## src/include/adc_cfg_pkg.sv

```systemverilog
// constants and types for the converter start-up configuration logic
// assumes a 125 MHz system clock and a 24-bit serial write frame
package adc_cfg_pkg;

  // clock and timing
  localparam int CLK_PERIOD_PS      = 8000;
  localparam int T_RESET_PULSE_NS   = 10;   // least hardware reset pulse
  localparam int T_WRITE_DELAY_NS   = 100;  // least delay from reset release to select
  localparam int RESET_PULSE_CYCLES =
    (T_RESET_PULSE_NS * 1000 + CLK_PERIOD_PS - 1) / CLK_PERIOD_PS;
  localparam int WRITE_DELAY_INT    =
    (T_WRITE_DELAY_NS * 1000 + CLK_PERIOD_PS - 1) / CLK_PERIOD_PS;
  localparam int GUARD_W            = 4;
  localparam logic [GUARD_W-1:0] WRITE_DELAY_CYCLES = GUARD_W'(WRITE_DELAY_INT);

  // serial frame: 16 address bits then 8 data bits, msb first
  localparam int FRAME_BITS = 24;
  localparam int COUNT_W    = 5;
  localparam logic [COUNT_W-1:0] FRAME_LAST = COUNT_W'(FRAME_BITS);

  // register addresses, bank nibble in bits 15:12
  localparam logic [15:0] ADDR_GENERAL_RESET = 16'h0000;
  localparam logic [15:0] ADDR_MASTER_SEL    = 16'h0011;
  localparam logic [15:0] ADDR_PERF_MODE     = 16'h0059;
  localparam logic [15:0] ADDR_PAGE_LOW      = 16'h4003;
  localparam logic [15:0] ADDR_PAGE_HIGH     = 16'h4004;
  localparam logic [15:0] ADDR_PAGE_CTRL     = 16'h6000;
  localparam logic [15:0] ADDR_LANE_MODE     = 16'h6001;
  localparam logic [15:0] ADDR_PLL_MODE      = 16'h6016;
  localparam logic [15:0] ADDR_LINK_RESET    = 16'h60f7;
  localparam logic [15:0] ADDR_LANE_ORDER0   = 16'h6052;
  localparam logic [15:0] ADDR_LANE_ORDER1   = 16'h6072;
  localparam logic [15:0] ADDR_FILTER_UNLOCK = 16'h604d;
  localparam logic [15:0] ADDR_FILTER_SEL    = 16'h6041;

  // data values
  localparam logic [7:0] SOFT_RESET_VAL   = 8'h81;
  localparam logic [7:0] MASTER_SEL_VAL   = 8'h80;
  localparam logic [7:0] PAGE_LOW_VAL     = 8'h00;
  localparam logic [7:0] PAGE_MAIN_VAL    = 8'h68;
  localparam logic [7:0] PAGE_LINKDIG_VAL = 8'h69;
  localparam logic [7:0] PAGE_LINKANA_VAL = 8'h6a;
  localparam logic [7:0] MODE_FOUR_VAL    = 8'h01;
  localparam logic [7:0] MODE_TWO_VAL     = 8'h02;
  localparam logic [7:0] PLL_FOUR_VAL     = 8'h00;
  localparam logic [7:0] PLL_TWO_VAL      = 8'h02;
  localparam logic [7:0] LANE_ORDER0_VAL  = 8'h80;
  localparam logic [7:0] LANE_ORDER1_VAL  = 8'h08;
  localparam logic [7:0] FILTER_UNLOCK_VAL = 8'h08;
  localparam logic [7:0] FILTER_LOW_VAL   = 8'h12;
  localparam logic [7:0] FILTER_HIGH_VAL  = 8'h16;

  // field positions
  localparam int SELF_CLEAR_BIT = 0;
  localparam int COMMIT_BIT     = 0;
  localparam int K_OVERRIDE_BIT = 7;
  localparam int ALWAYS_ONE_BIT = 5;

  // values after reset
  localparam logic [7:0] RST_PAGE_LOW    = 8'h00;
  localparam logic [7:0] RST_LANE_ORDER  = 8'h00;
  localparam logic       RST_TWO_LANE    = 1'b0;  // four lanes after reset
  localparam logic       RST_HIGH_PASS   = 1'b0;  // low-pass after reset

  typedef enum logic [1:0] {PAGE_NONE, PAGE_MAIN_DIG, PAGE_LINK_DIG, PAGE_LINK_ANA} page_type;
  typedef enum logic [1:0] {FRAME_IDLE, FRAME_SHIFT, FRAME_WAIT} frame_type;

endpackage : adc_cfg_pkg

```

## src/rtl/adc_startup_config_sequence.sv

```systemverilog
// converter configuration registers behind the serial control port
// assumes a host drives reset, select, clock and data pins slowly against sys_clk
//
// Behaviour
// host waits 1 ms after supplies
// host holds reset high at least 10 ns
// host waits 100 ns before selecting
// hardware reset restores every default
// 81h to 0-000h resets analog bank, self-clears
// host clears unused link bank pages
// 4-004h value selects the link bank page
// 01h to 6-0F7h resets link bank
// commit pulse applies main digital settings
// 80h to 0-011h selects master page
// host sets always-one performance bit
// 80h sets multiframe length override
// 6-001h picks four or two lanes
// 6-016h picks matching link PLL setting
// four-lane serialization after any reset; the 81h analog bank reset at 0-000h leaves the lane mode as it was
// host writes lane order values
// 08h to 6-04Dh unlocks filter choice
// 6-041h picks low or high pass
// host sequences I/O supply first
// host sends each write whole, in order
`timescale 1ns/1ps
module adc_startup_config_sequence (
  input  wire logic       sys_clk,
  input  wire logic       rst_n,
  input  wire logic       hwReset,
  input  wire logic       serialPortSelect_n,
  input  wire logic       serialClock,
  input  wire logic       serialData,
  output logic            fourLaneSerialization,
  output logic            linkPllTwoLane,
  output logic            modeMismatch,
  output logic            multiframeOverride,
  output logic            highPassFilter,
  output logic            laneOrderCorrect,
  output logic            filterUnlocked,
  output logic            masterPageSelected,
  output logic            performanceBitSet,
  output logic [1:0]      selectedPage,
  output logic            analogResetPulse,
  output logic            linkBankSoftReset,
  output logic            commitPulse,
  output logic            writeStrobe,
  output logic            configReady
);

  typedef struct packed {
    adc_cfg_pkg::frame_type          frame;
    logic [adc_cfg_pkg::COUNT_W-1:0] bitCount;
    logic [23:0]                     shift;
    logic                            sclkPrev;
    logic                            senPrev;
    logic [adc_cfg_pkg::GUARD_W-1:0] guard;
    logic                            wrValid;
    logic [15:0]                     wrAddr;
    logic [7:0]                      wrData;
    logic                            masterSel;
    logic                            perfAlwaysOne;
    logic [7:0]                      pageLow;
    adc_cfg_pkg::page_type           page;
    logic                            kOverride;
    logic                            modeTwoLane;
    logic                            fourLane;
    logic                            pllTwoLane;
    logic [7:0]                      laneOrder0;
    logic [7:0]                      laneOrder1;
    logic                            filterUnlock;
    logic                            stagedHighPass;
    logic                            commitBit;
    logic                            activeHighPass;
    logic                            activeLaneOrder;
    logic                            analogResetPulse;
    logic                            linkResetPulse;
    logic                            commitPulse;
    logic                            mismatch;
    logic                            ready;
  } state_type;

  state_type st;
  state_type next_st;
  logic      hwLvl;
  logic      senLvl;
  logic      sclkLvl;
  logic      sdataLvl;

  // every pin passes the agreement synchroniser; a 2-cycle reset pulse is seen
  pin_sync #(.RESET_LEVEL(1'b0)) u_sync_reset (.sys_clk(sys_clk), .rst_n(rst_n),
    .pinIn(hwReset), .level(hwLvl));
  pin_sync #(.RESET_LEVEL(1'b1)) u_sync_sen (.sys_clk(sys_clk), .rst_n(rst_n),
    .pinIn(serialPortSelect_n), .level(senLvl));
  pin_sync #(.RESET_LEVEL(1'b0)) u_sync_sclk (.sys_clk(sys_clk), .rst_n(rst_n),
    .pinIn(serialClock), .level(sclkLvl));
  pin_sync #(.RESET_LEVEL(1'b0)) u_sync_sdata (.sys_clk(sys_clk), .rst_n(rst_n),
    .pinIn(serialData), .level(sdataLvl));

  // default contents of every configuration register
  function automatic state_type reset_state();
    state_type s;
    s              = '0;
    s.frame        = adc_cfg_pkg::FRAME_IDLE;
    s.sclkPrev     = 1'b0;
    s.senPrev      = 1'b1;
    s.guard        = adc_cfg_pkg::WRITE_DELAY_CYCLES;
    s.pageLow      = adc_cfg_pkg::RST_PAGE_LOW;
    s.page         = adc_cfg_pkg::PAGE_NONE;
    s.modeTwoLane  = adc_cfg_pkg::RST_TWO_LANE;
    s.pllTwoLane   = adc_cfg_pkg::RST_TWO_LANE;
    s.fourLane     = !adc_cfg_pkg::RST_TWO_LANE;
    s.laneOrder0   = adc_cfg_pkg::RST_LANE_ORDER;
    s.laneOrder1   = adc_cfg_pkg::RST_LANE_ORDER;
    s.stagedHighPass = adc_cfg_pkg::RST_HIGH_PASS;
    s.activeHighPass = adc_cfg_pkg::RST_HIGH_PASS;
    return s;
  endfunction : reset_state

  // frame capture, register decode and commit logic
  always_comb begin
    next_st                  = st;
    next_st.wrValid          = 1'b0;
    next_st.analogResetPulse = 1'b0;
    next_st.linkResetPulse   = 1'b0;
    next_st.commitPulse      = 1'b0;
    next_st.sclkPrev         = sclkLvl;
    next_st.senPrev          = senLvl;
    if (st.guard != '0) begin
      next_st.guard = st.guard - adc_cfg_pkg::GUARD_W'(1);
    end

    // serial frame: start on select fall, shift on clock rise, abort on early rise
    case (st.frame)
      adc_cfg_pkg::FRAME_IDLE: begin
        if (st.senPrev && !senLvl && st.guard == '0) begin
          next_st.frame    = adc_cfg_pkg::FRAME_SHIFT;
          next_st.bitCount = '0;
        end
      end
      adc_cfg_pkg::FRAME_SHIFT: begin
        if (senLvl) begin
          next_st.frame = adc_cfg_pkg::FRAME_IDLE;
        end else if (sclkLvl && !st.sclkPrev) begin
          next_st.shift    = {st.shift[22:0], sdataLvl};
          next_st.bitCount = st.bitCount + adc_cfg_pkg::COUNT_W'(1);
          if (next_st.bitCount == adc_cfg_pkg::FRAME_LAST) begin
            next_st.frame   = adc_cfg_pkg::FRAME_WAIT;
            next_st.wrValid = 1'b1;
            next_st.wrAddr  = next_st.shift[23:8];
            next_st.wrData  = next_st.shift[7:0];
          end
        end
      end
      adc_cfg_pkg::FRAME_WAIT: begin
        if (senLvl) begin
          next_st.frame = adc_cfg_pkg::FRAME_IDLE;  // extra clocks ignored
        end
      end
      default: begin
        next_st.frame = adc_cfg_pkg::FRAME_IDLE;
      end
    endcase

    // apply the captured write
    if (st.wrValid) begin
      case (st.wrAddr)
        adc_cfg_pkg::ADDR_GENERAL_RESET: begin
          if (st.wrData == adc_cfg_pkg::SOFT_RESET_VAL) begin
            next_st.masterSel        = 1'b0;
            next_st.perfAlwaysOne    = 1'b0;
            next_st.analogResetPulse = 1'b1;
          end
        end
        adc_cfg_pkg::ADDR_MASTER_SEL: begin
          next_st.masterSel = (st.wrData == adc_cfg_pkg::MASTER_SEL_VAL);
        end
        adc_cfg_pkg::ADDR_PERF_MODE: begin
          if (st.masterSel) begin
            next_st.perfAlwaysOne = st.wrData[adc_cfg_pkg::ALWAYS_ONE_BIT];
          end
        end
        adc_cfg_pkg::ADDR_PAGE_LOW: begin
          next_st.pageLow = st.wrData;
        end
        adc_cfg_pkg::ADDR_PAGE_HIGH: begin
          next_st.page = adc_cfg_pkg::PAGE_NONE;
          if (st.pageLow == adc_cfg_pkg::PAGE_LOW_VAL) begin
            case (st.wrData)
              adc_cfg_pkg::PAGE_MAIN_VAL:    next_st.page = adc_cfg_pkg::PAGE_MAIN_DIG;
              adc_cfg_pkg::PAGE_LINKDIG_VAL: next_st.page = adc_cfg_pkg::PAGE_LINK_DIG;
              adc_cfg_pkg::PAGE_LINKANA_VAL: next_st.page = adc_cfg_pkg::PAGE_LINK_ANA;
              default:                       next_st.page = adc_cfg_pkg::PAGE_NONE;
            endcase
          end
        end
        default: begin
          // page-mapped writes handled below
        end
      endcase

      // main digital page
      if (st.page == adc_cfg_pkg::PAGE_MAIN_DIG) begin
        case (st.wrAddr)
          adc_cfg_pkg::ADDR_LINK_RESET: begin
            if (st.wrData[adc_cfg_pkg::SELF_CLEAR_BIT]) begin
              next_st.kOverride       = 1'b0;
              next_st.modeTwoLane     = adc_cfg_pkg::RST_TWO_LANE;
              next_st.pllTwoLane      = adc_cfg_pkg::RST_TWO_LANE;
              next_st.laneOrder0      = adc_cfg_pkg::RST_LANE_ORDER;
              next_st.laneOrder1      = adc_cfg_pkg::RST_LANE_ORDER;
              next_st.filterUnlock    = 1'b0;
              next_st.stagedHighPass  = adc_cfg_pkg::RST_HIGH_PASS;
              next_st.activeHighPass  = adc_cfg_pkg::RST_HIGH_PASS;
              next_st.activeLaneOrder = 1'b0;
              next_st.commitBit       = 1'b0;
              next_st.linkResetPulse  = 1'b1;
            end
          end
          adc_cfg_pkg::ADDR_PAGE_CTRL: begin
            next_st.commitBit = st.wrData[adc_cfg_pkg::COMMIT_BIT];
            if (st.commitBit && !next_st.commitBit) begin
              next_st.activeHighPass  = st.stagedHighPass;
              next_st.activeLaneOrder = (st.laneOrder0 == adc_cfg_pkg::LANE_ORDER0_VAL) &&
                                        (st.laneOrder1 == adc_cfg_pkg::LANE_ORDER1_VAL);
              next_st.commitPulse     = 1'b1;
            end
          end
          adc_cfg_pkg::ADDR_LANE_ORDER0: next_st.laneOrder0 = st.wrData;
          adc_cfg_pkg::ADDR_LANE_ORDER1: next_st.laneOrder1 = st.wrData;
          adc_cfg_pkg::ADDR_FILTER_UNLOCK: begin
            next_st.filterUnlock = (st.wrData == adc_cfg_pkg::FILTER_UNLOCK_VAL);
          end
          adc_cfg_pkg::ADDR_FILTER_SEL: begin
            if (st.filterUnlock) begin
              if (st.wrData == adc_cfg_pkg::FILTER_LOW_VAL) begin
                next_st.stagedHighPass = 1'b0;
              end else if (st.wrData == adc_cfg_pkg::FILTER_HIGH_VAL) begin
                next_st.stagedHighPass = 1'b1;
              end
            end
          end
          default: begin
          end
        endcase
      end

      // link digital page
      if (st.page == adc_cfg_pkg::PAGE_LINK_DIG) begin
        if (st.wrAddr == adc_cfg_pkg::ADDR_PAGE_CTRL) begin
          next_st.kOverride = st.wrData[adc_cfg_pkg::K_OVERRIDE_BIT];
        end else if (st.wrAddr == adc_cfg_pkg::ADDR_LANE_MODE) begin
          if (st.wrData == adc_cfg_pkg::MODE_FOUR_VAL) begin
            next_st.modeTwoLane = 1'b0;
          end else if (st.wrData == adc_cfg_pkg::MODE_TWO_VAL) begin
            next_st.modeTwoLane = 1'b1;
          end
        end
      end

      // link analog page
      if (st.page == adc_cfg_pkg::PAGE_LINK_ANA && st.wrAddr == adc_cfg_pkg::ADDR_PLL_MODE) begin
        if (st.wrData == adc_cfg_pkg::PLL_FOUR_VAL) begin
          next_st.pllTwoLane = 1'b0;
        end else if (st.wrData == adc_cfg_pkg::PLL_TWO_VAL) begin
          next_st.pllTwoLane = 1'b1;
        end
      end
    end

    next_st.fourLane = !next_st.modeTwoLane;
    next_st.mismatch = next_st.modeTwoLane != next_st.pllTwoLane;
    next_st.ready    = (next_st.guard == '0);
    if (hwLvl) begin
      next_st = reset_state();
    end
  end

  // state register
  always_ff @(posedge sys_clk) begin
    if (!rst_n) begin
      st <= reset_state();
    end else begin
      st <= next_st;
    end
  end

  assign fourLaneSerialization = st.fourLane;
  assign linkPllTwoLane        = st.pllTwoLane;
  assign modeMismatch          = st.mismatch;
  assign multiframeOverride    = st.kOverride;
  assign highPassFilter        = st.activeHighPass;
  assign laneOrderCorrect      = st.activeLaneOrder;
  assign filterUnlocked        = st.filterUnlock;
  assign masterPageSelected    = st.masterSel;
  assign performanceBitSet     = st.perfAlwaysOne;
  assign selectedPage          = st.page;
  assign analogResetPulse      = st.analogResetPulse;
  assign linkBankSoftReset     = st.linkResetPulse;
  assign commitPulse           = st.commitPulse;
  assign writeStrobe           = st.wrValid;
  assign configReady           = st.ready;
endmodule : adc_startup_config_sequence

```

## src/rtl/pin_sync.sv

```systemverilog
// three-stage synchroniser with agreement filter for one pin
// assumes the pin is asynchronous to sys_clk
`timescale 1ns/1ps
module pin_sync #(
  parameter logic RESET_LEVEL = 1'b0
) (
  input  wire logic sys_clk,
  input  wire logic rst_n,
  input  wire logic pinIn,
  output logic      level
);

  typedef struct packed {
    logic s1;
    logic s2;
    logic s3;
    logic level;
  } sync_type;

  sync_type st;
  sync_type next_st;

  // level follows only once stages two and three agree
  always_comb begin
    next_st    = st;
    next_st.s1 = pinIn;
    next_st.s2 = st.s1;
    next_st.s3 = st.s2;
    if (st.s2 == st.s3) begin
      next_st.level = st.s3;
    end
  end

  // state register
  always_ff @(posedge sys_clk) begin
    if (!rst_n) begin
      st <= '{RESET_LEVEL, RESET_LEVEL, RESET_LEVEL, RESET_LEVEL};
    end else begin
      st <= next_st;
    end
  end

  assign level = st.level;

endmodule : pin_sync
```

## config.mk

```make
export PLATFORM = sky130hd
export DESIGN_NAME = adc_startup_config_sequence
export DESIGN_NICKNAME = d
export VERILOG_FILES = /design/src/include/adc_cfg_pkg.sv /design/src/rtl/adc_startup_config_sequence.sv /design/src/rtl/pin_sync.sv
export SDC_FILE = /design/constraint.sdc
export NUM_CORES = 1
export LEC_CHECK = 0
export BUFFER_PORTS_ARGS = -buffer_cell sky130_fd_sc_hd__buf_2
export CAP_MARGIN = 15
export CORE_AREA = 2 2 100 102
export CTS_CLUSTER_DIAMETER = 120
export DETAILED_ROUTE_END_ITERATION = 6
export DIE_AREA = 0 0 102 104
export GPL_TIMING_DRIVEN = 1
export PLACE_DENSITY = 0.71
export RECOVER_POWER = 50
export REMOVE_ABC_BUFFERS = 1
export SYNTH_ARGS = -nofsm -noshare
export SYNTH_HDL_FRONTEND = slang
export SYNTH_HIERARCHICAL = 1
export SYNTH_SLANG_ARGS = --single-unit
```

## constraint.sdc

```tcl
create_clock -name sys_clk -period 3.3 [get_ports sys_clk]
set_input_delay 0.825 -clock sys_clk [delete_from_list [all_inputs] [get_ports sys_clk]]
set_output_delay 0.825 -clock sys_clk [all_outputs]
set_load 0.01 [all_outputs]
```

==> results.md <==
- GR Util All Layers: 0.2272
- Max_slew headroom: 0.1303
- LEAKAGE: around 2.0 nW
- Most frequent CP cell: clkbuf_1
- TritonCTS clock tree: yes
- Post-DP Area: 5228 sq um
- Slowest CP cell: clkbuf_1
- Most frequent cell after synthesis: dfxtp_1
- Post-synthesis cell area: just over 5000 sq um
- Max Transition Viols Final: 0
- Die Y: 104 microns
- Routed len/inst: roughly 15 microns
- CP Data Required Time: roughly 3700 ps
- Max-Cap Viols: 0
- Pre-antenna DRT Iters: 5
- Max frequency: 379.6 MHz
- Antenna Nets Post-Route: 0
- Clock slew at reported path FFs: 60 ps
- Status: finished, final reports clean
- Total gr overflow: 0
- Final WL: roughly 11 mm
- Area share of the largest cell type after synthesis: 0.4686
- Min Tclk post-route: about 2600 ps
- Startpoint types: input pin
- PortBufs: 21
- Cts hold-fix bufs: 0
- Drc violations: 0
- Worst-margin pin slew: around 1300 ps
- Tcrit/Tclk final: 0.7983
- Routability-driven placement congestion ratio: 0.9366
- Largest net degree at the start of global routing: 36
- Async S/R FF share, synth: 0
- Ratio of cells with drive above 1 in the final layout: 0.1122
- Post-synthesis cell count: ~570
- Starting Density: 0.5324
- Synth cell types: slightly below 70
- Finish-stage setup viols: 0
- Dominant synthesized flop cell: dfxtp_1
- Crit path cell chain: clkbuf_1, nand2b_1, clkbuf_1, nor2_1
- First-pass GRT wire length: between 15 and 20 mm
- Yosys reg bits: between 100 and 150
- Max FO, Critical Path: 30
- Power Density: about 600 nW/um^2
- Top post-synthesis cells by area: dfxtp_1 (47%), mux2i_1 (6.5%), nand2_1 (6.3%)
- CTS root buf: clkbuf_8
- Vias post-DR: 4135
- NumNets Final: about 600
- Vias in the first global route: 4078
- Finished Core Util: 0.6115
- Initial antenna violation count: 0
- Family with the most delay on the worst path: buffers and inverters
- Die Area: ~11000 sq um
- Crit path largest cell delay: between 1000 and 1500 ps
- Placed Instances: around 700
- Post-Route Setup TNS: 0 ps
- Worst Hold Class: reg -> reg
- Postcts setup bufs: 0
- Largest area contributor in the netlist: dfxtp_1
- Syn Area/Cell: just under 9 sq um
- TritonCTS Buffers: 17
- Final Skew: around 7.0 ps
- ANT cells: 0
- Post-layout instance count excluding filler cells: 730
- Final Hold Vio Count: 0
- Post-synth EDFFs: 0
- Post-synthesis sequential area ratio: 0.4686
- CP arrival: about 3000 ps
- Layout area overhead: 14.87%
- Io pins: 22
- RSZ-0062 raised after global routing: no
- Site Rows: 36
- Via density: 5.664
- Clk_lat worst skew: about 520 ps
- Core area: approximately 9500 sq um
- Longest Clk Path Bufs: 2
- Filler cells: between 800 and 900
- Critical Path End Type: register
- Peak VDD IR: ~0.00037 V
- Sink Count: roughly 120
- Drt initial violations: between 200 and 250
- H-tree levels: 4
- Buf/Inv on CP: 2
- Fin area: about 5800 sq um
- DP HPWL: roughly 7.4 mm
- Top cells by count, synth: dfxtp_1 (119), nand2_1 (86), nor2_1 (54)
- Crit path kind: in -> reg
- Ys Warns: 6
- CTS resizes: 0
- Die width: about 100 microns
cell type report:
type                       count  area, sq um  share of cell area
inverter                       9        33.78            0.005785
multi-input combinational    409         2485              0.4255
sequential                   119         2382              0.4080
tap                          133        166.4             0.02850
timing repair buffer          28        127.6             0.02186
clock buffer                  20        445.4             0.07628
clock inverter                12        198.9             0.03407
power by group:
part,switching [mW],internal [mW]
sequential,0.00756,1.45
clock,0.642,1.34
combinational,0.0410,0.0205
per-stage QoR:
| step | hold slack [ps] | total power [mW] | setup WS, ps |
|---|---|---|---|
| 4_1_cts | 428.4 | 3.529 | 1040 |
| 5_1_grt | 451.8 | 3.612 | 458.7 |
| 2_1_floorplan | 386.3 | 1.529 | 263.2 |
| 3_5_place_dp | 407.7 | 1.552 | 1022 |
| 6_report | 419.8 | 3.502 | 665.7 |
| 3_3_place_gp | 398.2 | 1.548 | 1042 |
placed cells by master (no fill, tap or decap), drive strengths merged, types with 5 or more instances in the layout:
cell,count
nand3,23
o21ai,20
nand2b,9
bufinv,5
or3,5
clkbuf,39
nor4b,10
nor2,56
clkinv,7
a22o,8
mux2i,33
nand2,87
buf,9
nor2b,5
dfxtp,119
nand4,8
inv,8
a21oi,49
nor4,15
nor3,13
and2,13
flip-flops by register name, indices dropped and copies added (netlist names), 2 cells and up:
register / cells
u_sync_sclk/next_st: 2
u_sync_sdata/next_st: 2
u_sync_reset/next_st: 2
selectedPage: 2
st: 87
u_sync_sen/next_st: 2
layer usage:
layer | share of wire | GRT usage | wire (microns)
met5 | 0 | 0 | 0
met4 | 0.019 | 0.1029 | 218
met3 | 0.067 | 0.07392 | 762
met2 | 0.49 | 0.3567 | 5495
met1 | 0.43 | 0.2817 | 4834
logic make-up (layout without fill, tap and decap cells):
family / after synthesis / count (layout) / share of synthesized area
AO/OA/AOI/OAI: 102 / 102 / 0.1248
adder cells (fa/ha/maj): 2 / 2 / 0.004922
XOR/XNOR: 3 / 3 / 0.005170
buffers and inverters: 46 / 69 / 0.04357
AND/OR/NAND/NOR: 269 / 269 / 0.2880
multiplexers: 33 / 33 / 0.06498
flip-flops: 119 / 119 / 0.4686
path summary, 6_finish.rpt:
| kind | endpoint | cells after the start | start | slack, ps |
|---|---|---|---|---|
| hold / removal | u_sync_sen/next_st[1] | 1 | u_sync_sen/next_st[2] | 420 |
| hold reg to reg | u_sync_sen/next_st[1] | 1 | u_sync_sen/next_st[2] | 420 |
| setup reg to reg | st[43] | 3 | u_sync_reset/level | 830 |
| setup / recovery | st[43] | 4 | rst_n | 670 |
Note: power is estimated with default switching activity, not from simulation.
